--- src/rtl/fri_defs.svh ---
// constants of the reset initialization sequencer
`ifndef FRI_DEFS_SVH
`define FRI_DEFS_SVH
`define FRI_OFF_STATUS 32'h0000_0000
`define FRI_OFF_CONFIG 32'h0000_0004
`define FRI_OFF_PROT 32'h0000_0008
`define FRI_OFF_OPTSEC 32'h0000_000C
`define FRI_OFF_CMD 32'h0000_0010
`define FRI_OFF_PARAM 32'h0000_0014
`define FRI_SEC_ADDR 18'h3FF0F
`define FRI_PARAM_ADDR 18'h3FF08
`define FRI_PROT_ADDR 18'h3FF0C
`define FRI_DPROT_ADDR 18'h3FF0D
`define FRI_OPT_ADDR 18'h3FF0E
`define FRI_DEF_PROT 8'h00
`define FRI_DEF_DPROT 8'h00
`define FRI_DEF_OPT 8'hFF
`define FRI_DEF_SEC 8'hFF
`define FRI_DEF_PARAM 8'h00
`define FRI_STAT_CMD_DONE 7
`define FRI_STAT_ACCERR 5
`define FRI_STAT_VERR1 1
`define FRI_STAT_VERR0 0
`define FRI_CFG_IRQ_EN 7
`define FRI_SEC_OPEN 2'b10
`define FRI_CMD_TIME_NS 2000
`define FRI_CMD_CYCLES ((`FRI_CMD_TIME_NS + 9) / 10)
`define FRI_STALL_FIRST 3'd1
`define FRI_STALL_LAST 3'd3
`endif

--- src/rtl/fri_pkg.sv ---
// types of the reset initialization sequencer
package fri_pkg;
	typedef enum logic [2:0] {
		FRI_S_PARAM = 3'b000,
		FRI_S_PROT = 3'b001,
		FRI_S_DPROT = 3'b010,
		FRI_S_OPT = 3'b011,
		FRI_S_SEC = 3'b100,
		FRI_S_DONE = 3'b101
	} fri_step_e;
	typedef enum logic [1:0] {
		FRI_B_IDLE = 2'b00,
		FRI_B_WAIT = 2'b01,
		FRI_B_DATA = 2'b10
	} fri_bus_e;
	typedef struct packed {
		logic req;
		logic [17:0] addr;
	} fri_nvm_req_s;
	typedef struct packed {
		logic valid;
		logic [7:0] data;
		logic err;
		logic dbl;
	} fri_nvm_rsp_s;
endpackage

--- src/rtl/fri_cfg_mem.sv ---
// configuration byte store with registered read data
module fri_cfg_mem #(
	parameter int DEPTH = 8
) (
	input wire logic mclk,
	input wire logic we,
	input wire logic [2:0] waddr,
	input wire logic [7:0] wdata,
	input wire logic [2:0] raddr,
	output logic [7:0] rdata
);
	if (DEPTH != 8) begin : g_bad_depth
		$error("depth must be 8");
	end
	logic [7:0] mem [DEPTH];
	always_ff @(posedge mclk) begin
		if (we) begin
			mem[waddr] <= wdata;
		end
		rdata <= mem[raddr];
	end
endmodule // fri_cfg_mem

--- src/rtl/fri_init.sv ---
// reset initialization sequencer with ahb-lite register port
// Notes on behaviour
// - every reset loads parameters, both protections, option and security from array
// - any load error substitutes defaults: fully protected and secured
// - double-bit fault during the sequence sets both verify error bits
// - command complete flag stays zero throughout the sequence
// - bus accesses stall for part of the sequence, then reads resume
// - command complete flag rises at the end; commands accepted afterwards
// - reset during a program or erase aborts it immediately
// - command permission comes from operating mode and security state
// - security register loads from the security byte at its fixed address
// - disallowed command is rejected and sets the access error flag
// - command irq asserts while flag and its enable are both set
//
// Implementation choices: the register addresses and the AHB-Lite interface to the registers.
`include "fri_defs.svh"
module fri_init
	import fri_pkg::*;
#(
	parameter int CMD_CYCLES = `FRI_CMD_CYCLES
) (
	input wire logic mclk,
	input wire logic rst,
	input wire logic hsel,
	input wire logic [31:0] haddr,
	input wire logic [1:0] htrans,
	input wire logic hwrite,
	input wire logic [2:0] hsize,
	input wire logic [31:0] hwdata,
	input wire logic hready,
	output logic [31:0] hrdata,
	output logic hreadyout,
	output logic hresp,
	output fri_nvm_req_s nvm_req,
	input wire fri_nvm_rsp_s nvm_rsp,
	input wire logic special_mode,
	output logic cmd_irq,
	output logic [7:0] main_array_protection_reg,
	output logic [7:0] data_array_protection_reg,
	output logic [7:0] nvm_option_reg,
	output logic [7:0] security_state_reg,
	output logic init_done
);
	if (CMD_CYCLES < 1 || CMD_CYCLES > 65535) begin : g_bad_time
		$error("bad command time");
	end
	typedef struct packed {
		fri_step_e step;
		logic wait_rsp;
		logic any_err;
		logic [7:0] param;
		logic [7:0] prot;
		logic [7:0] dprot;
		logic [7:0] opt;
		logic [7:0] sec;
		logic [7:0] status;
		logic irq_en;
		logic [15:0] busy_cnt;
		logic [7:0] cmd_code;
		fri_bus_e bus;
		logic bwrite;
		logic [4:0] baddr;
		logic [31:0] rdata;
		logic readyout;
		logic irq;
		logic req;
		logic [17:0] req_addr;
		logic done;
	} fri_state_s;
	fri_state_s q, next_q;
	logic [1:0] mode_sync;
	logic [7:0] mem_rdata;
	logic mem_we;
	logic [2:0] mem_waddr;
	always_ff @(posedge mclk or posedge rst) begin
		if (rst) begin
			mode_sync <= 2'b00;
		end else begin
			mode_sync <= {mode_sync[0], special_mode};
		end
	end
	fri_cfg_mem #(.DEPTH(8)) u_mem (
		.mclk(mclk),
		.we(mem_we),
		.waddr(mem_waddr),
		.wdata(nvm_rsp.data),
		.raddr(3'd0),
		.rdata(mem_rdata)
	);
	assign mem_we = q.wait_rsp && nvm_rsp.valid;
	assign mem_waddr = q.step;
	function automatic logic [17:0] step_addr(input fri_step_e s);
		unique case (s)
			FRI_S_PARAM: step_addr = `FRI_PARAM_ADDR;
			FRI_S_PROT: step_addr = `FRI_PROT_ADDR;
			FRI_S_DPROT: step_addr = `FRI_DPROT_ADDR;
			FRI_S_OPT: step_addr = `FRI_OPT_ADDR;
			FRI_S_SEC: step_addr = `FRI_SEC_ADDR;
			default: step_addr = 18'h00000;
		endcase
	endfunction
	// secured parts outside special mode may only run codes 1 to 3; code 0 is never allowed
	// security field 10 is the open state, every other code is secured
	function automatic logic cmd_allowed(input logic [7:0] c, input logic [7:0] s,
		input logic sp);
		cmd_allowed = (c != 8'h00) && (sp || (s[1:0] == `FRI_SEC_OPEN) || (c < 8'h04));
	endfunction
	logic stall;
	logic [7:0] b;
	always_comb begin
		next_q = q;
		b = nvm_rsp.data;
		stall = (q.step >= `FRI_STALL_FIRST) && (q.step <= `FRI_STALL_LAST);
		next_q.req = 1'b0;
		if (q.step != FRI_S_DONE) begin
			next_q.status[`FRI_STAT_CMD_DONE] = 1'b0;
			if (!q.wait_rsp) begin
				next_q.req = 1'b1;
				next_q.req_addr = step_addr(q.step);
				next_q.wait_rsp = 1'b1;
			end else if (nvm_rsp.valid) begin
				next_q.wait_rsp = 1'b0;
				if (nvm_rsp.dbl) begin
					next_q.status[`FRI_STAT_VERR1] = 1'b1;
					next_q.status[`FRI_STAT_VERR0] = 1'b1;
				end
				unique case (q.step)
					FRI_S_PARAM: next_q.param = b;
					FRI_S_PROT: next_q.prot = b;
					FRI_S_DPROT: next_q.dprot = b;
					FRI_S_OPT: next_q.opt = b;
					default: next_q.sec = b;
				endcase
				next_q.step = fri_step_e'(q.step + 3'd1);
				if (q.step == FRI_S_SEC) begin
					if (q.any_err || nvm_rsp.err || nvm_rsp.dbl) begin
						next_q.param = `FRI_DEF_PARAM;
						next_q.prot = `FRI_DEF_PROT;
						next_q.dprot = `FRI_DEF_DPROT;
						next_q.opt = `FRI_DEF_OPT;
						next_q.sec = `FRI_DEF_SEC;
					end
					next_q.status[`FRI_STAT_CMD_DONE] = 1'b1;
					next_q.done = 1'b1;
				end
				next_q.any_err = q.any_err || nvm_rsp.err || nvm_rsp.dbl;
			end
		end else if (q.busy_cnt != 16'd0) begin
			next_q.busy_cnt = q.busy_cnt - 16'd1;
			if (q.busy_cnt == 16'd1) begin
				next_q.status[`FRI_STAT_CMD_DONE] = 1'b1;
			end
		end
		// ahb-lite slave
		next_q.readyout = !stall;
		if (q.bus == FRI_B_DATA) begin
			next_q.bus = FRI_B_IDLE;
		end
		if (q.bus == FRI_B_WAIT && !stall) begin
			next_q.bus = FRI_B_DATA;
			next_q.readyout = 1'b1;
			if (q.bwrite) begin
				next_q.readyout = 1'b1;
			end
		end
		if (q.bus == FRI_B_DATA && q.bwrite) begin
			unique case (q.baddr)
				5'(`FRI_OFF_STATUS): begin
					if (hwdata[`FRI_STAT_ACCERR]) begin
						next_q.status[`FRI_STAT_ACCERR] = 1'b0;
					end
				end
				5'(`FRI_OFF_CONFIG): next_q.irq_en = hwdata[`FRI_CFG_IRQ_EN];
				5'(`FRI_OFF_CMD): begin
					if (q.status[`FRI_STAT_CMD_DONE]) begin
						if (cmd_allowed(hwdata[7:0], q.sec, mode_sync[1])) begin
							next_q.cmd_code = hwdata[7:0];
							next_q.status[`FRI_STAT_CMD_DONE] = 1'b0;
							next_q.status[`FRI_STAT_VERR1] = 1'b0;
							next_q.status[`FRI_STAT_VERR0] = 1'b0;
							next_q.busy_cnt = 16'(CMD_CYCLES);
						end else begin
							next_q.status[`FRI_STAT_ACCERR] = 1'b1;
						end
					end
				end
				default: ;
			endcase
		end
		if (hsel && hready && htrans[1] && q.bus != FRI_B_WAIT) begin
			next_q.bwrite = hwrite;
			next_q.baddr = haddr[4:0];
			if (stall) begin
				next_q.bus = FRI_B_WAIT;
				next_q.readyout = 1'b0;
			end else begin
				next_q.bus = FRI_B_DATA;
			end
			unique case (haddr[4:0])
				5'(`FRI_OFF_STATUS): next_q.rdata = {24'h000000, q.status};
				5'(`FRI_OFF_CONFIG): next_q.rdata = {24'h000000, q.irq_en, 7'h00};
				5'(`FRI_OFF_PROT): next_q.rdata = {16'h0000, q.dprot, q.prot};
				5'(`FRI_OFF_OPTSEC): next_q.rdata = {16'h0000, q.sec, q.opt};
				5'(`FRI_OFF_CMD): next_q.rdata = {24'h000000, q.cmd_code};
				5'(`FRI_OFF_PARAM): next_q.rdata = {24'h000000, mem_rdata};
				default: next_q.rdata = 32'h0000_0000;
			endcase
		end
		next_q.irq = next_q.status[`FRI_STAT_CMD_DONE] && next_q.irq_en;
	end
	// asynchronous reset drops busy_cnt, aborting any command at once
	always_ff @(posedge mclk or posedge rst) begin
		if (rst) begin
			q <= '0;
			q.step <= FRI_S_PARAM;
			q.readyout <= 1'b1;
		end else begin
			q <= next_q;
		end
	end
	assign hrdata = q.rdata;
	assign hreadyout = q.readyout;
	assign hresp = 1'b0;
	assign nvm_req.req = q.req;
	assign nvm_req.addr = q.req_addr;
	assign cmd_irq = q.irq;
	assign main_array_protection_reg = q.prot;
	assign data_array_protection_reg = q.dprot;
	assign nvm_option_reg = q.opt;
	assign security_state_reg = q.sec;
	assign init_done = q.done;
endmodule // fri_init

--- config.mk ---
export PLATFORM = sky130hd
export DESIGN_NAME = fri_init
export DESIGN_NICKNAME = d
export VERILOG_FILES = /design/src/rtl/fri_pkg.sv /design/src/rtl/fri_cfg_mem.sv /design/src/rtl/fri_init.sv
export VERILOG_INCLUDE_DIRS = /design/src /design/src/rtl
export SDC_FILE = /design/constraint.sdc
export NUM_CORES = 1
export LEC_CHECK = 0
export BUFFER_PORTS_ARGS = -buffer_cell sky130_fd_sc_hd__buf_2
export CAP_MARGIN = 10
export CORE_MARGIN = 3
export CORE_UTILIZATION = 45
export CTS_CLUSTER_DIAMETER = 60
export DETAILED_ROUTE_END_ITERATION = 7
export PLACE_DENSITY = 0.71
export REMOVE_ABC_BUFFERS = 1
export SLEW_MARGIN = 20
export SYNTH_ARGS = -nofsm -noshare
export SYNTH_HDL_FRONTEND = slang
export SYNTH_SLANG_ARGS = --single-unit
export TNS_END_PERCENT = 10
--- constraint.sdc ---
create_clock -name mclk -period 3.46 [get_ports mclk]
set_input_delay 0.519 -clock mclk [delete_from_list [all_inputs] [get_ports mclk]]
set_output_delay 0.519 -clock mclk [all_outputs]
set_load 0.01 [all_outputs]
## Word-level counts from Yosys, hierarchy flattened

Memories as Yosys holds them, arrays and structs flattened. A register that Yosys moved wholly into a read port is not among the register bits.
Index checks and enable logic that the tools add are counted.

- Flip-flop bits (word level): 138
- RAM bits: 64
- Input port bits: 86
- Output and inout port bits: 87
- Word-level logic and storage cells: 142
- Memories kept: 1

Memory list:

| name | depth | bits a word | read ports | clocked after memory_dff | wr ports | line | text |
|---|---|---|---|---|---|---|---|
| u_mem.mem | 8 | 8 | 1 | 1 | 1 | fri_cfg_mem.sv:15 | `logic [7:0] mem [DEPTH];` |

- $add $sub $neg: 2
- $lt $le $gt $ge: 3
- Equal/unequal tests: 20
- Mux-type cells: 65
- Bitwise logic cells: 1
- Reductions and logical operators: 27

Operators with widths:

| cell | count |
|---|---|
| 8-bit 2-to-1 mux | 20 |
| 16-bit case mux with 6 select lines | 1 |
| 18-bit case mux with 5 select lines | 1 |
| 41-bit 2-to-1 mux | 2 |
| 24-bit 2-to-1 mux | 3 |
| 43-bit 2-to-1 mux | 1 |
| 40-bit 2-to-1 mux | 1 |
| 16-bit 2-to-1 mux | 2 |
| 27-bit 2-to-1 mux | 1 |
| 1-bit 2-to-1 mux | 20 |
| 2-bit 2-to-1 mux | 10 |
| 20-bit 2-to-1 mux | 1 |
| 19-bit 2-to-1 mux | 1 |
| 16-bit by 1-bit == test with 1-bit output (second input constant) | 1 |
| 16-bit nonzero test | 1 |
| 16-bit by 1-bit subtractor with 16-bit output (second input constant) | 1 |
| 5-bit == test (second input constant) | 3 |
| 5-bit by 3-bit == test with 1-bit output (second input constant) | 2 |
| 5-bit by 4-bit == test with 1-bit output (second input constant) | 2 |
| 5-bit logical NOT | 2 |
| 1-bit logical AND | 9 |
| 8-bit by 3-bit < comparator with 1-bit output (second input constant) | 1 |
| 4-bit AND reduction | 2 |
| 8-bit nonzero test | 1 |
| other kinds (22) | 29 |

## Longest topological paths before layout

Gate-level depths: netlist (run 1).

- Depth after elaboration: 16
- Gate-level depth with buffers: 7

## By module

Synthesis (run 1) repeated with hierarchy kept, for this count alone.

- Cells, all modules: 696
- Area, all modules: 8085.3 um2

Modules (own cells, without submodules):

| module | instances | cells each | area each (um2) |
|---|---|---|---|
| fri_init | 1 | 582 | 5393.9 |
| fri_cfg_mem | 1 | 114 | 2691.3 |

## Worst setup path after synthesis (run 1)

No wires, ideal clock.

- Path kind: flip-flop to flip-flop
- From: register q[55] (netlist bit)
- To: register q[62] (netlist bit)
- Library setup time: 0.128 ns
- Arrival: 1.974 ns
- Slack: 1.358 ns
- Cell stages (with the launch flop): 6
- Clock period less this slack: 2.102 ns
- Cell sequence: dfrtp_1 or3_1 or3_1 nor3_4 buf_4 mux2_1

- Cells in the longest elaborated chain, start to end: 2

RTL lines:

| item | line | text |
|---|---|---|
| start: declaration | fri_init.sv:70 | `fri_state_s q, next_q;` |
| start signal: assignment | fri_init.sv:218 | `q <= next_q;` |
| 5-bit == test | fri_init.sv:167 | `unique case (q.baddr)` |
| 4-bit AND reduction (no line) | -- |  |

Every way passes these cells.
A chain may end at the register's enable or synchronous reset.

==> metrics.md, run 1 <==
| Metric | Value |
|---|---|
| Syn avg cell area | `9.93 µm²` |
| Synth cell count leaders | `dfrtp_1, buf_4, nand2_1` |
| Sequential share of the synthesized area | `49.6%` |
| Register share of total power | `39.9%` |
| Most common cell in the netlist | `dfrtp_1` |
| Unrepaired setup endpoints after global routing | `no` |
| Die ar. | `14400 µm²` |
| Final hold violation count | `0` |
| Row count | `41` |
| Vias in the first global route | `4296` |
| Clk_lat worst skew | `410 ps` |
| Reg with most FFs | `q` |
| Net Sw Frac | `33.7%` |
| Top FF cell, synth | `dfrtp_1` |
| Status | `finished, final reports clean` |
| Worst-path maximum fanout | `15` |
| Vias per cell | `5.44` |
| Post-CTS Setup Bufs | `0` |
| Hold_buf cts | `0` |
| Internal | `3520 µW` |
| Vias post-DR | `4389` |
| CORE AREA | `12700 µm²` |
| Post-synth EDFFs | `8` |
| Fin Setup TNS | `0 ps` |
| Ys async rst share | `86.2%` |
| Share of layout cells above drive strength 1 | `25.5%` |
| Max-slew headroom | `56.5%` |
| Post-cts resize count | `0` |
| Final setup fails | `0` |
| Yosys reg bits | `116` |
| NetSw | `1790 µW` |
| Leak | `0.00293 µW` |
| Total CTS buffers | `17` |
| Chip width | `120 µm` |
| Dpl hpwl | `9770 µm` |
| Max Clock Freq | `394 MHz` |
| Diode count | `0` |
| Comb pwr share | `26.6%` |
| Crit start category | `flip-flop` |
| Leading area contributor after synthesis | `dfrtp_1` |
| Initial antenna violation count | `0` |
| Slowest CP cell | `ha_1` |
| Max FFs per register | `39` |
| CTS tree | `yes` |
| P per Cell Area | `810 nW/µm²` |
| Fin crit share | `73.4%` |
| Drt pass-1 iters | `6` |
| GRT Overall Usage | `19.8%` |
| Cells along the critical path | `inv_1 > ha_1 > nand4bb_1 > or2_1 > o31a_1 > or3_1` |
| VDD IR-drop max | `0.410 mV` |
| Fin. max-slew vios | `0` |
| Gpl congestion | `0.861` |
| H-tree depth | `4` |
| Synthesized area | `5860 µm²` |
| Root Driver | `clkbuf_16` |
| Top post-synthesis cells by area | `dfrtp_1, buf_4, nand2_1` |
| Initial Util | `46.3%` |
| DR WL/cell | `17.2 µm` |
| Antenna Nets Post-Route | `0` |
| Height of the die | `120 µm` |
| Flop2flop setup slack | `920 ps` |
| Worst min-delay path class | `input pin to async pin` |
| Critical Path RT | `3740 ps` |
| DRC Markers | `0` |
| Min cycle time layout | `2540 ps` |
| Critical Path Max Stage Delay | `460 ps` |
| Total wire length | `13900 µm` |
| I/O pin cnt | `173` |
| Yosys top cell area share | `42.3%` |
| Syn-to-layout area delta | `11.7%` |
| Syn Inst Count | `590` |
| GRT overflow | `0` |
| Nets | `716` |
| IO Port Bufs | `96` |
| MaxCap Viol Count | `0` |
| Slew @ Worst Pin | `652 ps` |
| Crit path DAT | `2810 ps` |
| Drt first-iter violations | `537` |
| Pwr Total | `5310 µW` |
| First-pass GRT wire length | `22200 µm` |
| Syn. warnings | `0` |
| Clk slew on worst S/H paths | `50 ps` |
| Largest net degree at the start of global routing | `54` |
| Worst clock skew | `8.06 ps` |
| Clock share of power | `33.5%` |
| Critical Path End Type | `flip-flop` |
| CTS max path bufs | `2` |
| Fill count | `1164` |
| CTS Sinks | `116` |
| CP Class | `flip-flop to flip-flop` |
| Yosys cell types | `67` |
## layout make-up
cell class	count	area (µm²)	area share, %
Sequential cell	116	2900	44.4
Clock buffer	24	482	7.36
Inverter	12	47.5	0.726
Multi-Input combinational cell	371	2230	34.1
Tap cell	172	215	3.29
Timing Repair Buffer	104	541	8.26
Clock inverter	8	124	1.89
## critical path, delay by kind of cell (launching register included)
family | cells | cell delay, ps
simple gates | 3 | 1080
flops | 1 | 430
fa+ha+maj | 1 | 460
compound gates | 1 | 320
buf+inv | 1 | 130
## placed cells by master (no fill, tap or decap), drive strengths merged, types with 15 or more instances in the layout
cell type,synthesis,layout
a21oi,44,44
buf,91,104
clkbuf,20,24
conb,1,21
dfrtp,99,99
mux2,16,16
nand2,84,84
nand3,20,20
nor2,19,19
o21ai,26,26
or3,15,15
## per-layer routing
layer	track usage [%]	routed length (µm)
met4	7.52	352
met5	0	0
met1	26.1	5800
met2	30.8	6510
met3	5.94	1210
## power by group through the flow
stage | combinational [µW] | clock (µW) | sequential (µW)
after floorplan | 742 | 0 | 2160
after global placement | 1370 | 0 | 2100
after detailed placement | 1410 | 0 | 2120
after CTS | 1430 | 1790 | 2110
after global routing | 1590 | 1860 | 2160
final | 1410 | 1780 | 2120
## stage by stage
step,utilization [%],hold WS (ps),setup slack (ps),instance area (µm²),cells
global route,51.7,212,766,6550,807
CTS,51.7,215,958,6550,807
finish,51.7,223,921,6550,807
floorplan,-,323,324,5180,499
detailed placement,46.9,328,971,5940,775
global placement,46.9,326,1050,5940,775
## kinds of logic after synthesis
| family | count (synthesis) | share of synthesized area (%) |
|---|---|---|
| AOI/OAI and AO/OA | 118 | 12.7 |
| xor gates and xnor gates | 1 | 0.149 |
| adders and majority gates | 8 | 1.71 |
| buffers and inverters | 123 | 13.6 |
| DFF | 116 | 49.6 |
| muxes | 21 | 3.93 |
| other | 1 | 0.0640 |
| and+or+nand+nor | 202 | 18.3 |
## final timing paths
kind / from / end / cells after the start
min in group mclk: special_mode / mode_sync[0] / 1
max in group asynchronous: rst / q[58] / 3
hold reg to reg: u_mem.mem[0][6] / u_mem.rdata[6] / 0
setup reg to reg: mem_waddr[1] / q[77] / 6
hold / removal: rst / q[61] / 2
setup / recovery: mem_waddr[1] / q[77] / 6
Note: power is estimated with default switching activity, not from simulation.
==> run 2, diff against run 1 <==
- clock period: 3.46 -> 2.44 ns (I/O delays scaled with it)
==> run 2 against run 1 <==
Effect of this change:
- hold slack lost 150 ps
- count of clock-buffer cells in the layout shrank 2
- combinational power is 48% higher
- global-route usage is 0.14 points lower
- utilization increased by 0.13 points
- power is 39% higher
- clock power up 32%
- via count increased by 0.91%
- critical path type unchanged
==> metrics.md, run 2 (synthesis results as in run 1) <==
| Metric | Value |
|---|---|
| Status | `finished, final reports clean` |
| Max Clock Freq | `460 MHz` |
| IO Port Bufs | `96` |
| Most frequent cells in the layout | `dfrtp_1, buf_2, nand2_1, a21oi_1, o21ai_0` |
| Commonest non-fill, non-tap cell in the layout | `dfrtp_1` |
| Reg with most FFs | `q` |
| Busiest layer in global routing | `met2` |
| GRT Overall Usage | `19.6%` |
| CP Class | `flip-flop to flip-flop` |
| Clk slew on worst S/H paths | `50 ps` |
| Chip width | `120 µm` |
| Total CTS buffers | `17` |
| Drt pass-1 iters | `5` |
| H-tree depth | `4` |
| Max-slew headroom | `52.0%` |
| CTS max path bufs | `2` |
| Nets | `722` |
| Gpl congestion | `0.858` |
| Vias post-DR | `4429` |
| Area post-placement | `5990 µm²` |
| I/O pin cnt | `173` |
| CORE AREA | `12700 µm²` |
| VDD IR-drop max | `0.560 mV` |
| Syn-to-layout area delta | `12.0%` |
| Worst-path maximum fanout | `13` |
| Slew @ Worst Pin | `718 ps` |
| Worst min-delay path class | `input pin to flip-flop` |
| CTS Sinks | `116` |
| Vias in the first global route | `4257` |
| Clk_lat worst skew | `400 ps` |
| Die ar. | `14400 µm²` |
| GR Layer Usage met1 | `26.6%` |
| Antenna Nets Post-Route | `0` |
| Finished Cell Area | `6560 µm²` |
| First-pass GRT wire length | `22200 µm` |
| Most frequent CP cell | `nand2_1` |
| Fin crit share | `89.1%` |
| Crit path DAT | `2510 ps` |
| DRC Markers | `0` |
| Vias per cell | `5.45` |
| Fin util | `51.8%` |
| GRT overflow | `0` |
| Final setup fails | `0` |
| Worst clock skew | `8.80 ps` |
| Root Driver | `clkbuf_16` |
| Row count | `41` |
| Dpl hpwl | `9750 µm` |
| Height of the die | `120 µm` |
| Min cycle time layout | `2170 ps` |
| Pwr Total | `7390 µW` |
| Met2 Usage GRT | `29.7%` |
| Initial antenna violation count | `0` |
| Share of layout cells above drive strength 1 | `25.7%` |
| Unrepaired setup endpoints after global routing | `no` |
| Critical Path Max Stage Delay | `680 ps` |
| Diode count | `0` |
| Initial Util | `46.3%` |
| P per Cell Area | `1130 nW/µm²` |
| CTS tree | `yes` |
| Cells along the critical path | `inv_1 > ha_1 > buf_4 > nand2_1 > nand2_1 > or4b_2 > nand3_1` |
| M3 GR Usage | `5.42%` |
| MaxCap Viol Count | `0` |
| Leak | `0.00294 µW` |
| Critical Path End Type | `flip-flop` |
| Largest net degree at the start of global routing | `76` |
| Crit start category | `flip-flop` |
| Max FFs per register | `39` |
| DR WL/cell | `16.9 µm` |
| Critical Path RT | `2780 ps` |
| Fin. max-slew vios | `0` |
| Slowest CP cell | `or4b_2` |
| Total wire length | `13800 µm` |
| Final hold violation count | `0` |
| Drt first-iter violations | `607` |
[run 2: worst max-delay path, delay by kind of cell (launching register included)]
family        cells  cell delay [ps]
simple gates      4             1180
buf+inv           2              290
flops             1              420
fa+ha+maj         1              220
[run 2: cell type report]
cell class | instances | area, µm²
clock buffer | 22 | 454
clock inverter | 10 | 108
fill | 1139 | 6110
inverter | 12 | 47.5
multi-input combinational | 371 | 2230
sequential | 116 | 2900
tap | 172 | 215
timing repair buffer | 110 | 601
[run 2: power breakdown]
| group | internal, µW | total [µW] | switching (µW) |
|---|---|---|---|
| sequential | 2480 | 2960 | 481 |
| clock | 1520 | 2350 | 829 |
| combinational | 860 | 2080 | 1220 |
[run 2: timing repair]
item                      in CTS  in global routing
hold buffers                   1                  0
gates resized for setup        0                  0
setup buffers                  0                  0
hold endpoints to repair      25                  0
[run 2: final timing paths]
path                                 start                    end  slack, ps  cells after the start
max in group asynchronous              rst                  q[74]       1230                      4
hold / removal                special_mode           mode_sync[0]         70                      1
min in group asynchronous              rst                  q[67]        490                      3
hold reg to reg            u_mem.mem[0][1]         u_mem.rdata[1]        340                      0
setup reg to reg              mem_waddr[1]  security_state_reg[7]        270                      7
setup / recovery              mem_waddr[1]  security_state_reg[7]        270                      7
[run 2: layer usage]
layer / vias up / wire length [µm]
li1: 2053 / -
met1: 2159 / 5930
met2: 188 / 6430
met3: 29 / 1030
met4: 0 / 367
met5: - / 0
[run 2: per-stage QoR]
stage | setup slack [ps] | setup TNS [ps] | cells | hold slack, ps
final | 265 | 0 | 813 | 69.1
after global routing | 139 | 0 | 813 | 54.7
after CTS | 259 | 0 | 813 | 55.2
after detailed placement | 271 | 0 | 780 | 329
after global placement | 300 | 0 | 780 | 327
after floorplan | -543 | -53770 | 499 | 323
